===== config.mk =====
export PLATFORM = sky130hd
export DESIGN_NAME = mdsr_status_bank
export DESIGN_NICKNAME = d
export VERILOG_FILES = /design/src/verilog/mdsr_pkg.sv /design/src/verilog/mdsr_ripple_count.sv /design/src/verilog/mdsr_status_bank.sv
export SDC_FILE = /design/constraint.sdc
export NUM_CORES = 1
export LEC_CHECK = 0
export BUFFER_PORTS_ARGS = -buffer_cell sky130_fd_sc_hd__buf_2
export CORE_MARGIN = 2
export CORE_UTILIZATION = 53
export DETAILED_ROUTE_END_ITERATION = 7
export PLACE_DENSITY_LB_ADDON = 0.15
export SLEW_MARGIN = 0
export SYNTH_ARGS = -nofsm -noshare
export SYNTH_HDL_FRONTEND = slang
export SYNTH_SLANG_ARGS = --single-unit

===== constraint.sdc =====
create_clock -name ref_clk_i -period 2.3 [get_ports ref_clk_i]
set_input_delay 0.23 -clock ref_clk_i [delete_from_list [all_inputs] [get_ports ref_clk_i]]
set_output_delay 0.23 -clock ref_clk_i [all_outputs]
set_load 0.01 [all_outputs]

===== src/verilog/mdsr_pkg.sv =====
// package: register map, field layout and shared types of the motor driver status bank
package mdsr_pkg;

    // ------------------------------------------------------------
    // register offsets
    // ------------------------------------------------------------
    localparam logic [7:0] MDSR_OFF_FAULT_STATUS  = 8'h00;
    localparam logic [7:0] MDSR_OFF_SPEED         = 8'h01;
    localparam logic [7:0] MDSR_OFF_RIPPLE_LOW    = 8'h02;
    localparam logic [7:0] MDSR_OFF_RIPPLE_HIGH   = 8'h03;
    localparam logic [7:0] MDSR_OFF_VOLTAGE       = 8'h04;
    localparam logic [7:0] MDSR_OFF_CURRENT       = 8'h05;
    localparam logic [7:0] MDSR_OFF_DUTY          = 8'h06;

    // ------------------------------------------------------------
    // fault status field positions
    // ------------------------------------------------------------
    localparam int MDSR_BIT_FAULT          = 7;
    localparam int MDSR_BIT_RSVD           = 6;
    localparam int MDSR_BIT_STALL          = 5;
    localparam int MDSR_BIT_OVERCURRENT    = 4;
    localparam int MDSR_BIT_OVERVOLTAGE    = 3;
    localparam int MDSR_BIT_THERMAL        = 2;
    localparam int MDSR_BIT_POWER_ON       = 1;
    localparam int MDSR_BIT_COUNT_REACHED  = 0;

    // ------------------------------------------------------------
    // reset values and code scales
    // ------------------------------------------------------------
    localparam logic [7:0]  MDSR_RST_BYTE      = 8'h00;
    localparam logic [15:0] MDSR_RST_COUNT     = 16'h0000;
    localparam logic [5:0]  MDSR_RST_DUTY      = 6'h00;
    localparam logic [7:0]  MDSR_CODE_RSVD     = 8'h00;
    localparam logic [7:0]  MDSR_VOLT_38V_CODE = 8'hE4;
    localparam logic [7:0]  MDSR_CURR_FS_CODE  = 8'hC0;
    localparam int          MDSR_CNT_W         = 16;
    localparam int          MDSR_DUTY_W        = 6;

    // ------------------------------------------------------------
    // carriers
    // ------------------------------------------------------------
    typedef struct packed {
        logic stall;
        logic overcurrent;
        logic overvoltage;
        logic thermal_shutdown;
    } mdsr_fault_ev_type;

    typedef struct packed {
        logic [7:0] estimated_speed;
        logic [7:0] motor_voltage_code;
        logic [7:0] motor_current_code;
        logic [5:0] duty_code;
    } mdsr_meas_type;

    typedef struct packed {
        logic       rd_en;
        logic [7:0] addr;
    } mdsr_rd_req_type;

endpackage


===== src/verilog/mdsr_ripple_count.sv =====
// module: ripple counter with threshold compare and clear
`timescale 1ns/1ps
module mdsr_ripple_count
    import mdsr_pkg::*;
#(
    parameter int CNT_W = MDSR_CNT_W
) (
    input  wire logic             ref_clk_i,
    input  wire logic             arst_n_i,
    input  wire logic             ripple_pulse_i,
    input  wire logic             clear_i,
    input  wire logic [CNT_W-1:0] threshold_i,
    output logic      [CNT_W-1:0] count_o,
    output logic                  exceeded_o
);

    typedef struct packed {
        logic [CNT_W-1:0] cnt;
    } mdsr_rc_state_type;

    mdsr_rc_state_type state_q;
    mdsr_rc_state_type state_d;

    always_comb begin
        state_d = state_q;
        if (clear_i) begin
            state_d.cnt = CNT_W'(MDSR_RST_COUNT);
        end else if (ripple_pulse_i && state_q.cnt != {CNT_W{1'b1}}) begin
            state_d.cnt = state_q.cnt + CNT_W'(1);
        end
    end

    always_ff @(posedge ref_clk_i or negedge arst_n_i) begin
        if (!arst_n_i) begin
            state_q <= '0;
        end else begin
            state_q <= state_d;
        end
    end

    assign count_o    = state_q.cnt;
    assign exceeded_o = state_q.cnt > threshold_i;

endmodule


===== src/verilog/mdsr_status_bank.sv =====
// module: read-only status register bank of a brushed dc motor driver
`timescale 1ns/1ps
module mdsr_status_bank
    import mdsr_pkg::*;
#(
    parameter int CNT_W = MDSR_CNT_W
) (
    input  wire logic              ref_clk_i,
    input  wire logic              arst_n_i,
    // register read port
    input  wire mdsr_rd_req_type   rd_req_i,
    output logic      [7:0]        rd_data_o,
    output logic                   rd_valid_o,
    // command strobes from the control register bank
    input  wire logic              clear_count_command_i,
    input  wire logic              clear_fault_command_i,
    output logic                   clear_count_command_o,
    output logic                   clear_fault_command_o,
    // events and measurements from the analog and ripple logic
    input  wire mdsr_fault_ev_type fault_ev_i,
    input  wire logic              above_uv_threshold_i,
    input  wire logic              ripple_pulse_i,
    input  wire logic [CNT_W-1:0]  ripple_threshold_i,
    input  wire mdsr_meas_type     meas_i,
    // open-drain fault output pin
    output logic                   fault_output_pin_o,
    output logic                   fault_output_pin_oe_o
);

    // ------------------------------------------------------------
    // state
    // ------------------------------------------------------------
    typedef struct packed {
        logic       stall;
        logic       overcurrent;
        logic       overvoltage;
        logic       thermal_shutdown;
        logic       power_on;
        logic       power_on_armed;
        logic       count_reached;
        logic       clear_count_command;
        logic       clear_fault_command;
        logic [7:0] rd_data;
        logic       rd_valid;
        mdsr_meas_type meas;
    } mdsr_bank_state_type;

    mdsr_bank_state_type state_q;
    mdsr_bank_state_type state_d;

    logic [CNT_W-1:0] ripple_counter_value;
    logic             ripple_exceeded;
    logic [7:0]       fault_byte;
    logic             any_fault;

    // ------------------------------------------------------------
    // ripple counter
    // ------------------------------------------------------------
    mdsr_ripple_count #(
        .CNT_W (CNT_W)
    ) u_ripple (
        .ref_clk_i      (ref_clk_i),
        .arst_n_i       (arst_n_i),
        .ripple_pulse_i (ripple_pulse_i),
        .clear_i        (state_q.clear_count_command),
        .threshold_i    (ripple_threshold_i),
        .count_o        (ripple_counter_value),
        .exceeded_o     (ripple_exceeded)
    );

    // ------------------------------------------------------------
    // read decode
    // ------------------------------------------------------------
    function automatic logic [7:0] read_mux(input logic [7:0] addr,
                                            input logic [7:0] fbyte,
                                            input logic [CNT_W-1:0] cnt,
                                            input mdsr_meas_type m);
        logic [15:0] cnt16;
        cnt16 = 16'(cnt);
        case (addr)
            MDSR_OFF_FAULT_STATUS: read_mux = fbyte;
            MDSR_OFF_SPEED:        read_mux = m.estimated_speed;
            MDSR_OFF_RIPPLE_LOW:   read_mux = cnt16[7:0];
            MDSR_OFF_RIPPLE_HIGH:  read_mux = cnt16[15:8];
            MDSR_OFF_VOLTAGE:      read_mux = m.motor_voltage_code;
            MDSR_OFF_CURRENT:      read_mux = m.motor_current_code;
            MDSR_OFF_DUTY:         read_mux = {2'b00, m.duty_code};
            default:               read_mux = MDSR_CODE_RSVD;
        endcase
    endfunction

    // ------------------------------------------------------------
    // next state
    // ------------------------------------------------------------
    always_comb begin
        state_d = state_q;
        // commands follow their strobe inputs and return to zero one cycle after the strobe does
        state_d.clear_count_command = clear_count_command_i;
        state_d.clear_fault_command = clear_fault_command_i;
        state_d.meas    = meas_i;
        // clear first, then set, so an event in the clear cycle wins
        if (state_q.clear_fault_command) begin
            state_d.stall            = 1'b0;
            state_d.overcurrent      = 1'b0;
            state_d.overvoltage      = 1'b0;
            state_d.thermal_shutdown = 1'b0;
            if (state_q.power_on_armed) begin
                state_d.power_on = 1'b1;
            end
        end
        if (fault_ev_i.stall)            state_d.stall = 1'b1;
        if (fault_ev_i.overcurrent)      state_d.overcurrent = 1'b1;
        if (fault_ev_i.overvoltage)      state_d.overvoltage = 1'b1;
        if (fault_ev_i.thermal_shutdown) state_d.thermal_shutdown = 1'b1;
        // first rise above the threshold clears and arms the power-on flag
        if (above_uv_threshold_i && !state_q.power_on_armed) begin
            state_d.power_on       = 1'b0;
            state_d.power_on_armed = 1'b1;
        end
        if (state_q.clear_count_command) begin
            state_d.count_reached = 1'b0;
        end
        if (ripple_exceeded && !state_q.clear_count_command) begin
            state_d.count_reached = 1'b1;
        end
        // reads only sample; nothing is cleared by them
        state_d.rd_valid = rd_req_i.rd_en;
        if (rd_req_i.rd_en) begin
            state_d.rd_data = read_mux(rd_req_i.addr, fault_byte, ripple_counter_value, state_q.meas);
        end
    end

    always_ff @(posedge ref_clk_i or negedge arst_n_i) begin
        if (!arst_n_i) begin
            state_q <= '0;
        end else begin
            state_q <= state_d;
        end
    end

    // ------------------------------------------------------------
    // fault byte and pin
    // ------------------------------------------------------------
    assign any_fault = state_q.stall | state_q.overcurrent | state_q.overvoltage
                     | state_q.thermal_shutdown;

    always_comb begin
        fault_byte                        = MDSR_RST_BYTE;
        fault_byte[MDSR_BIT_FAULT]        = any_fault;
        fault_byte[MDSR_BIT_RSVD]         = 1'b0;
        fault_byte[MDSR_BIT_STALL]        = state_q.stall;
        fault_byte[MDSR_BIT_OVERCURRENT]  = state_q.overcurrent;
        fault_byte[MDSR_BIT_OVERVOLTAGE]  = state_q.overvoltage;
        fault_byte[MDSR_BIT_THERMAL]      = state_q.thermal_shutdown;
        fault_byte[MDSR_BIT_POWER_ON]     = state_q.power_on;
        fault_byte[MDSR_BIT_COUNT_REACHED] = state_q.count_reached;
    end

    assign fault_output_pin_o    = 1'b0;
    assign fault_output_pin_oe_o = any_fault;
    assign rd_data_o             = state_q.rd_data;
    assign rd_valid_o            = state_q.rd_valid;
    assign clear_count_command_o = state_q.clear_count_command;
    assign clear_fault_command_o = state_q.clear_fault_command;

endmodule


Yosys cells after proc, flatten, opt, wreduce, memory -nomap -nowiden --
Cells that the tools add are included. Widths: inputs -> output; s select.
Word-level totals: flip-flop bits (word level) 64, bits of input ports 65, output and inout bits 13, word-level logic and storage cells 55
Cells by class: $add $sub $neg 1, order comparisons 1, equal/unequal tests 7, multiplexer cells 12, bitwise logic cells 3, reduce and logical (&&, ||, !) cells 15
Operator list (number):
- $pmux 8 s7 | 1
- $mux 16 | 2
- $eq 8x3->1 const B | 3
- $add 16x1->16 const B | 1
- $eq 8x2->1 const B | 2
- $gt 16x16->1 | 1
- $ne 16x16->1 const B | 1
- $reduce_bool 2->1 | 8
- $eq 8x1->1 const B | 1
- $logic_not 8->1 | 1
- $mux 1 | 7
- $mux 5 | 1
- $logic_and 1x1->1 | 3
- $or 1x1->1 | 3
- $logic_not 1->1 | 2
- $mux 2 | 1
- $reduce_and 2->1 | 1

Longest topological paths before layout --
Gate-level depths: netlist (run 1).
word-level depth 4, gate-level depth with buffers 7, depth with buffers taken out 7

By module --
Synthesis (run 1) repeated with hierarchy kept, for this count alone.
Second synthesis, totals: cells, all modules 292, area total of the unflattened synthesis 3231.8 um^2
By module, submodules not included:
- mdsr_status_bank | instances 1, cells an instance 144, area an instance 1924.3 um^2, sequential area each 1201.2 um^2
- mdsr_ripple_count | instances 1, cells an instance 148, area an instance 1307.5 um^2, sequential area each 400.4 um^2

Worst setup path after synthesis (run 1) --
No wires, ideal clock.
path kind reg-to-reg, start point reg u_ripple.state_q (netlist bit u_ripple.count_o[11]), end point reg state_q (netlist bit fault_byte[0]), setup time 136 ps, data arrival time 1652 ps, required time 2164 ps, slack 512 ps, stages on the path, launching flop included 7, buffers on the path 0, period minus slack after synthesis 1788 ps, cell sequence dfrtp_1 > ha_1 > a21oi_1 > nor2_1 > or4_1 > a221oi_1 > a211oi_1
Between the ends: cells in the longest elaborated chain, start to end 3, elaborated cells on any way between the ends 4, those cells by class 1 x order compare; 1 x mux; 2 x reduce/logical
RTL lines:
- start, declared | line mdsr_ripple_count.sv:21 | mdsr_rc_state_type state_q;
- start signal, assigned | line mdsr_ripple_count.sv:37 | state_q <= state_d;
- $gt 16x16->1 * | line mdsr_ripple_count.sv:42 | assign exceeded_o = state_q.cnt > threshold_i;
- $logic_and 1x1->1 * | line mdsr_status_bank.sv:123 | if (ripple_exceeded && !state_q.clear_count_command) begin
- $mux 1 or $reduce_bool 2->1 (tied branches)
- end signal, assigned | line mdsr_status_bank.sv:137 | state_q <= state_d;
- end, declared | line mdsr_status_bank.sv:48 | mdsr_bank_state_type state_q;
Mark *: on every way between the ends. The rest lies on a longest branch, timed or not. A chain may end at the register's enable or synchronous reset.

Final worst setup path (run 1) --
start point reg u_ripple.state_q (netlist bit u_ripple.count_o[13]), end point reg state_q (netlist bit fault_byte[0])
Same word-level chain as after synthesis.

==> metrics.cfg, run 1 <==
[placement]
gp_congestion = 0.854
hpwlAfterDp_mm = 5.16
io_buffers = 76

[setup_path]
arrival_ns = 2.14
max_stage_delay_ns = 0.45
start_kind = flip-flop
path_class = flip-flop to flip-flop
crit_buf_inv = 0
r2r_end = fault_byte[0]$_DFFE_PN0P_
rrSetupSlack_ns = 0.35
r2r-start = u_ripple.count_o[13]$_DFFE_PN0P_
worst-path-max-fanout = 6
path_delay_family = simple AND/OR/NAND/NOR gates
r2r_cells = 6
cpMaxStageDelayCell = dfrtp_1
endpoint_kind = flip-flop
cp.required_ns = 2.50
cp_cell_sequence = ha_1 > nand4_1 > nor2_1 > or4_1 > a221oi_1 > a211oi_1

[detailed_routing]
routed-via-count = 2612
drcViolationCount = 0
routed_via_density = 5.40
ant_nets = 0
wl_per_cell_um = 15.5
first_pass_iters = 4
routed_wl_mm = 7.50
drt_iter0_drc = 159

[clock_network]
cts_buffers = 9
path_clk_slew_ns = 0.07
insertion_delay_ns = 0.34
cts_buffer_depth = 2
h-tree-depth = 3
clock_sinks = 64
cts_tree = done
cts_setup_buffers = 0
ctsRootBufferMaster = clkbuf_8

[worst_hold_path]
holdPathEnd = fault_byte[3]$_DFFE_PN0P_
hp-start = fault_ev_i[1]
hold_path_class = primary input to flip-flop
holdPathStages = 2

[yosys]
syn_inst = 302
yosysUniqueCellTypes = 40
netlist_area_um2 = 3180
seq_area_frac_synth = 0.503
yosysTopAreaCell = dfrtp_1
synth_fp_nets = 384
yosys_warnings = 0
synth.area.top_cells = dfrtp_1 50%, ha_1 6.7%, mux2i_1 6.3%
synth_top_area_frac = 0.503
ys_seq_elements = 64
syn_avg_cell_area_um2 = 10.5

[floorplanning]
die_x_um = 81.5
num_rows = 28
coreArea_um2 = 5850
floorplan.initialDensity = 0.544
die_area_um2 = 6640
pin_count = 78
die_h_um = 81.5

[power_and_ir_drop]
power.density_nw_per_um2 = 591
power_frac_clock = 0.405
power.leakage_uw = 0.00199
p_switching_uw = 597
swShare = 0.246
vdd_drop_max_v = 0.000454
power_frac_comb = 0.105
total_power_uw = 2430
p_seq_frac = 0.490
p_int_uw = 1830

[global_routing]
grt_max_degree = 53
antenna_found_initial = 0
gr-total-overflow = 0
grt_pass1_wl_mm = 12.1
grt_pass1_vias = 2574
grt_use_total = 0.252

[outcome]
status = complete, no violations

[timing]
slew_headroom = 0.557
slew_viol_final = 0
period_share = 0.846
finalHoldViolCount = 0
rsz0062_at_grt = no
setup-tns-final_ns = 0
setup_viol = 0
max_freq_mhz = 514
post-route-min-period_ns = 1.95
finalClockSkew_ns = 0.00664
tightest_slew_ns = 0.664

[run]
cap_violations = 0

[final_layout]
fill_cells = 443
final_nets = 486
layout-area-overhead-vs-synth_pct = 28.9
drive_gt1_frac = 0.242
n_antenna_cell = 0

-- stage by stage --
step | hold slack, ns | utilization | instances | setup slack, ns | cell area (um2)
after global placement | 0.150 | 0.609 | 435 | 0.419 | 3570
after CTS | 0.0480 | 0.701 | 484 | 0.353 | 4100
after detailed placement | 0.149 | 0.609 | 435 | 0.354 | 3570
after floorplan | -0.0656 | - | 302 | 0.512 | 3180
final | 0.0593 | 0.701 | 484 | 0.355 | 4100
after global routing | 0.0468 | 0.701 | 484 | 0.203 | 4100
-- final cells by class --
type	instances	area (um2)	share of cell area
clock buffers	10	138	0.0335
clock inverters	6	68.8	0.0168
inverters	29	109	0.0265
multi-input cells	189	1350	0.330
flip-flops and latches	64	1600	0.390
well taps	75	93.8	0.0229
repair buffers	111	738	0.180
-- synthesized netlist by cell type (all sizes together) --
master and instances:
dfrtp 64, inv 29, mux2i 20, a21oi 19
ha 17, nor2 17, buf 16, nand2 14
o22ai 13, nand4 11, xnor2 11, nand3 10
o21ai 10, nor3 8, a21o 6, a211oi 5
clkbuf 4, nor2b 3, nor4 3, and2 2
mux4 2, nor3b 2, nor4b 2, or3 2
or4 2, a221oi 1, a31oi 1, and3 1
and4 1, conb 1, nand2b 1, nand3b 1
o211ai 1, o31ai 1, or2 1
-- metal layers --
metal	global-route usage	up-vias	share of wire
li1	-	1261	-
met1	0.326	1255	0.42
met2	0.411	84	0.50
met3	0.0802	12	0.065
met4	0.0695	0	0.013
met5	0	-	0
-- cells by family (layout without fill, tap and decap cells) --
group / Yosys count / after routing / share of synthesized area
AOI/OAI and AO/OA: 57 / 57 / 0.107
xor gates and xnor gates: 11 / 11 / 0.0303
adders and majority gates: 17 / 17 / 0.0668
buffers and inverters: 49 / 156 / 0.0715
DFF: 64 / 64 / 0.503
muxes: 22 / 22 / 0.0782
other: 1 / 1 / 0.00118
and+or+nand+nor: 81 / 81 / 0.142
-- registers in the layout, indices dropped and copies added, names as in the netlist --
signal	count
u_ripple.count_o	16
clear_fault_command_o	1
state_q	31
rd_data_o	8
clear_count_command_o	1
fault_byte	6
rd_valid_o	1
-- repair_timing --
action | 4_1_cts | 5_1_grt
hold buffers | 33 | 0
gates resized for setup | 0 | 0
endpoints found under the setup margin | 0 | 0
endpoints found under the hold margin | 44 | 0
-- cell usage in the layout, fill, tap and decap left out, types with 2 or more instances in the layout --
cell / instances
clkinv_4: 3
nor3b_1: 2
or3_1: 2
nor4b_1: 2
dfrtp_1: 64
mux2i_1: 20
nor4_1: 2
a21o_1: 6
xnor2_1: 11
ha_1: 17
nand4_1: 10
nand3_1: 10
buf_2: 76
or4_1: 2
o22ai_1: 13
nor2_1: 17
a211oi_1: 5
and2_1: 2
clkbuf_8: 10
o21ai_0: 10
dlygate4sd3_1: 33
nor3_1: 8
nand2_1: 14
nor2b_1: 3
a21oi_1: 19
inv_1: 29
-- power groups by stage --
stage / Sequential [uW] / Clock [uW] / Combinational (uW)
after global routing: 1190 / 1050 / 285
after CTS: 1190 / 996 / 255
after detailed placement: 1210 / 0 / 211
final: 1190 / 983 / 255
after global placement: 1210 / 0 / 208
after floorplan: 1200 / 0 / 105
-- worst max path at each step --
stage | cells after the start | endpoint | slack (ns) | start
floorplan | 6 | fault_byte[0]$_DFFE_PN0P_ | 0.51 | u_ripple.count_o[11]$_DFFE_PN0P_
global placement | 6 | fault_byte[0]$_DFFE_PN0P_ | 0.42 | u_ripple.count_o[13]$_DFFE_PN0P_
detailed placement | 6 | fault_byte[0]$_DFFE_PN0P_ | 0.35 | u_ripple.count_o[13]$_DFFE_PN0P_
CTS | 6 | fault_byte[0]$_DFFE_PN0P_ | 0.35 | u_ripple.count_o[13]$_DFFE_PN0P_
global route | 6 | fault_byte[0]$_DFFE_PN0P_ | 0.20 | u_ripple.count_o[13]$_DFFE_PN0P_
finish | 6 | fault_byte[0]$_DFFE_PN0P_ | 0.35 | u_ripple.count_o[13]$_DFFE_PN0P_
No activity file was read; power rests on OpenSTA's default activity.
==> run 2, diff against run 1 <==
--- a/config.mk
+++ b/config.mk
@@ -7,7 +7,7 @@
 export LEC_CHECK = 0
 export BUFFER_PORTS_ARGS = -buffer_cell sky130_fd_sc_hd__buf_2
 export CORE_MARGIN = 2
-export CORE_UTILIZATION = 53
+export CORE_UTILIZATION = 48
 export DETAILED_ROUTE_END_ITERATION = 7
 export PLACE_DENSITY_LB_ADDON = 0.15
 export SLEW_MARGIN = 0
==> constraint.sdc (replaced) <==
create_clock -name ref_clk_i -period 1.7 [get_ports ref_clk_i]
set_input_delay 0.17 -clock ref_clk_i [delete_from_list [all_inputs] [get_ports ref_clk_i]]
set_output_delay 0.17 -clock ref_clk_i [all_outputs]
set_load 0.01 [all_outputs]
==> metrics.cfg, run 2 (synthesis gave the netlist of run 1 again) <==
[placement]
placed_area_um2 = 3770
io_buffers = 76
hpwlAfterDp_mm = 5.41
gp_congestion = 0.904
pre_cts_slack_ns = -0.0867

[setup_path]
path_class = flip-flop to flip-flop
max_stage_delay_ns = 0.48
arrival_ns = 2.02
cp.required_ns = 1.92
cpMaxStageDelayCell = or4_1
worst-path-max-fanout = 3
start_kind = flip-flop
cp_cell_sequence = ha_1 > nand4_1 > nor2_1 > or4_1 > a221oi_2 > a211oi_2
endpoint_kind = flip-flop

[outcome]
violations = negative setup slack
status = finished, violations left

[final_layout]
drive_gt1_frac = 0.340
regMostFlops = state_q
final_cell_mix = 76 x buf_2, 62 x dfrtp_1, 35 x dlygate4sd3_1
final_common_cell = buf_2
largest_register_ffs = 31
fin_area_um2 = 4520
final_nets = 515
n_antenna_cell = 0
utilization = 0.708
layout-area-overhead-vs-synth_pct = 42.1

[power_and_ir_drop]
vdd_drop_max_v = 0.000814
power.density_nw_per_um2 = 800
power.leakage_uw = 0.00217

[timing]
finalClockSkew_ns = 0.0119
slew_viol_final = 0
fin_ws_ns = -0.102
setup-tns-final_ns = -0.102
rsz0062_at_grt = yes
post-route-min-period_ns = 1.80
max_freq_mhz = 555
finalHoldViolCount = 0
period_share = 1.06
setup_viol = 1

[floorplanning]
die_x_um = 85.4
num_rows = 29
pin_count = 78
floorplan.initialDensity = 0.498
die_area_um2 = 7300
coreArea_um2 = 6390
die_h_um = 85.4

[detailed_routing]
wl_per_cell_um = 15.4
routed-via-count = 2669
drcViolationCount = 0
routed_via_density = 5.18
first_pass_iters = 4
ant_nets = 0
routed_wl_mm = 7.91
drt_iter0_drc = 140

[clock_network]
h-tree-depth = 3
cts_buffers = 9
insertion_delay_ns = 0.34
ctsRootBufferMaster = clkbuf_8
clock_sinks = 64
cts_tree = done
path_clk_slew_ns = 0.07
cts_buffer_depth = 2

[global_routing]
grt_pass1_vias = 2877
gr-total-overflow = 0
grt_use_total = 0.233
grt_pass1_wl_mm = 12.9
antenna_found_initial = 0
grt_max_degree = 37

[worst_hold_path]
hold_path_class = primary input to flip-flop

[run]
cap_violations = 0

run 2: changes by cell type in the layout (fill, tap and decap cells not counted), sizes merged:
cell	before	now
buf	78	105
bufinv	1	3
dlygate4sd3	33	35
clkinv	4	1
inv	29	30
run 2: where the power goes:
part	internal [uW]	leakage (uW)	switching [uW]
registers	1570	0.000789	22.6
logic	203	0.00125	188
clock network	1020	0.000123	610
run 2: cell type report:
type	count	area (um2)
repair buffers	140	968
clock buffers	10	138
well taps	77	96.3
flip-flops and latches	64	1600
inverters	29	109
clock inverters	6	115
fillers	476	1860
multi-input cells	189	1490
run 2: critical path, delay by kind of cell (launching register included):
family                   cells  cell delay, ns
AO/OA/AOI/OAI                2            0.30
adder cells (fa/ha/maj)      1            0.29
flip-flops                   1            0.39
AND/OR/NAND/NOR              3            0.71
run 2: routing by layer:
metal / vias up / track usage / share of wire
li1: 1316 / - / -
met1: 1267 / 0.281 / 0.43
met2: 73 / 0.401 / 0.51
met3: 13 / 0.0467 / 0.045
met4: 0 / 0.107 / 0.019
met5: - / 0 / 0
run 2: stage by stage:
step	instances	power, uW	hold slack [ns]
finish	515	3620	0.0131
detailed placement	461	1940	0.0850
global placement	461	1930	0.0787
floorplan	302	1770	-0.126
CTS	512	3620	0.00483
global route	515	3760	0.00273
run 2: final timing paths:
kind                                                   from                               end  slack (ns)  cells past startpoint
max                        u_ripple.count_o[14]$_DFFE_PN0P_         fault_byte[0]$_DFFE_PN0P_       -0.10                      6
min                                           fault_ev_i[0]         fault_byte[2]$_DFFE_PN0P_        0.01                      2
max reg2reg                u_ripple.count_o[14]$_DFFE_PN0P_         fault_byte[0]$_DFFE_PN0P_       -0.10                      6
min reg2reg                       fault_byte[4]$_DFFE_PN0P_         fault_byte[4]$_DFFE_PN0P_        0.52                      1
max in group asynchronous                          arst_n_i  u_ripple.count_o[11]$_DFFE_PN0P_        0.89                      3
min in group asynchronous                          arst_n_i              rd_valid_o$_DFF_PN0_        0.26                      2
run 2: what timing repair did:
item | in CTS | in global routing
hold buffers | 35 | 0
buffers inserted | 0 | 3
resized for setup | 2 | 23
endpoints found under the hold margin | 46 | 0
pin swaps | 1 | 9
setup endpoints to repair | 1 | 12
gates cloned | 0 | 0
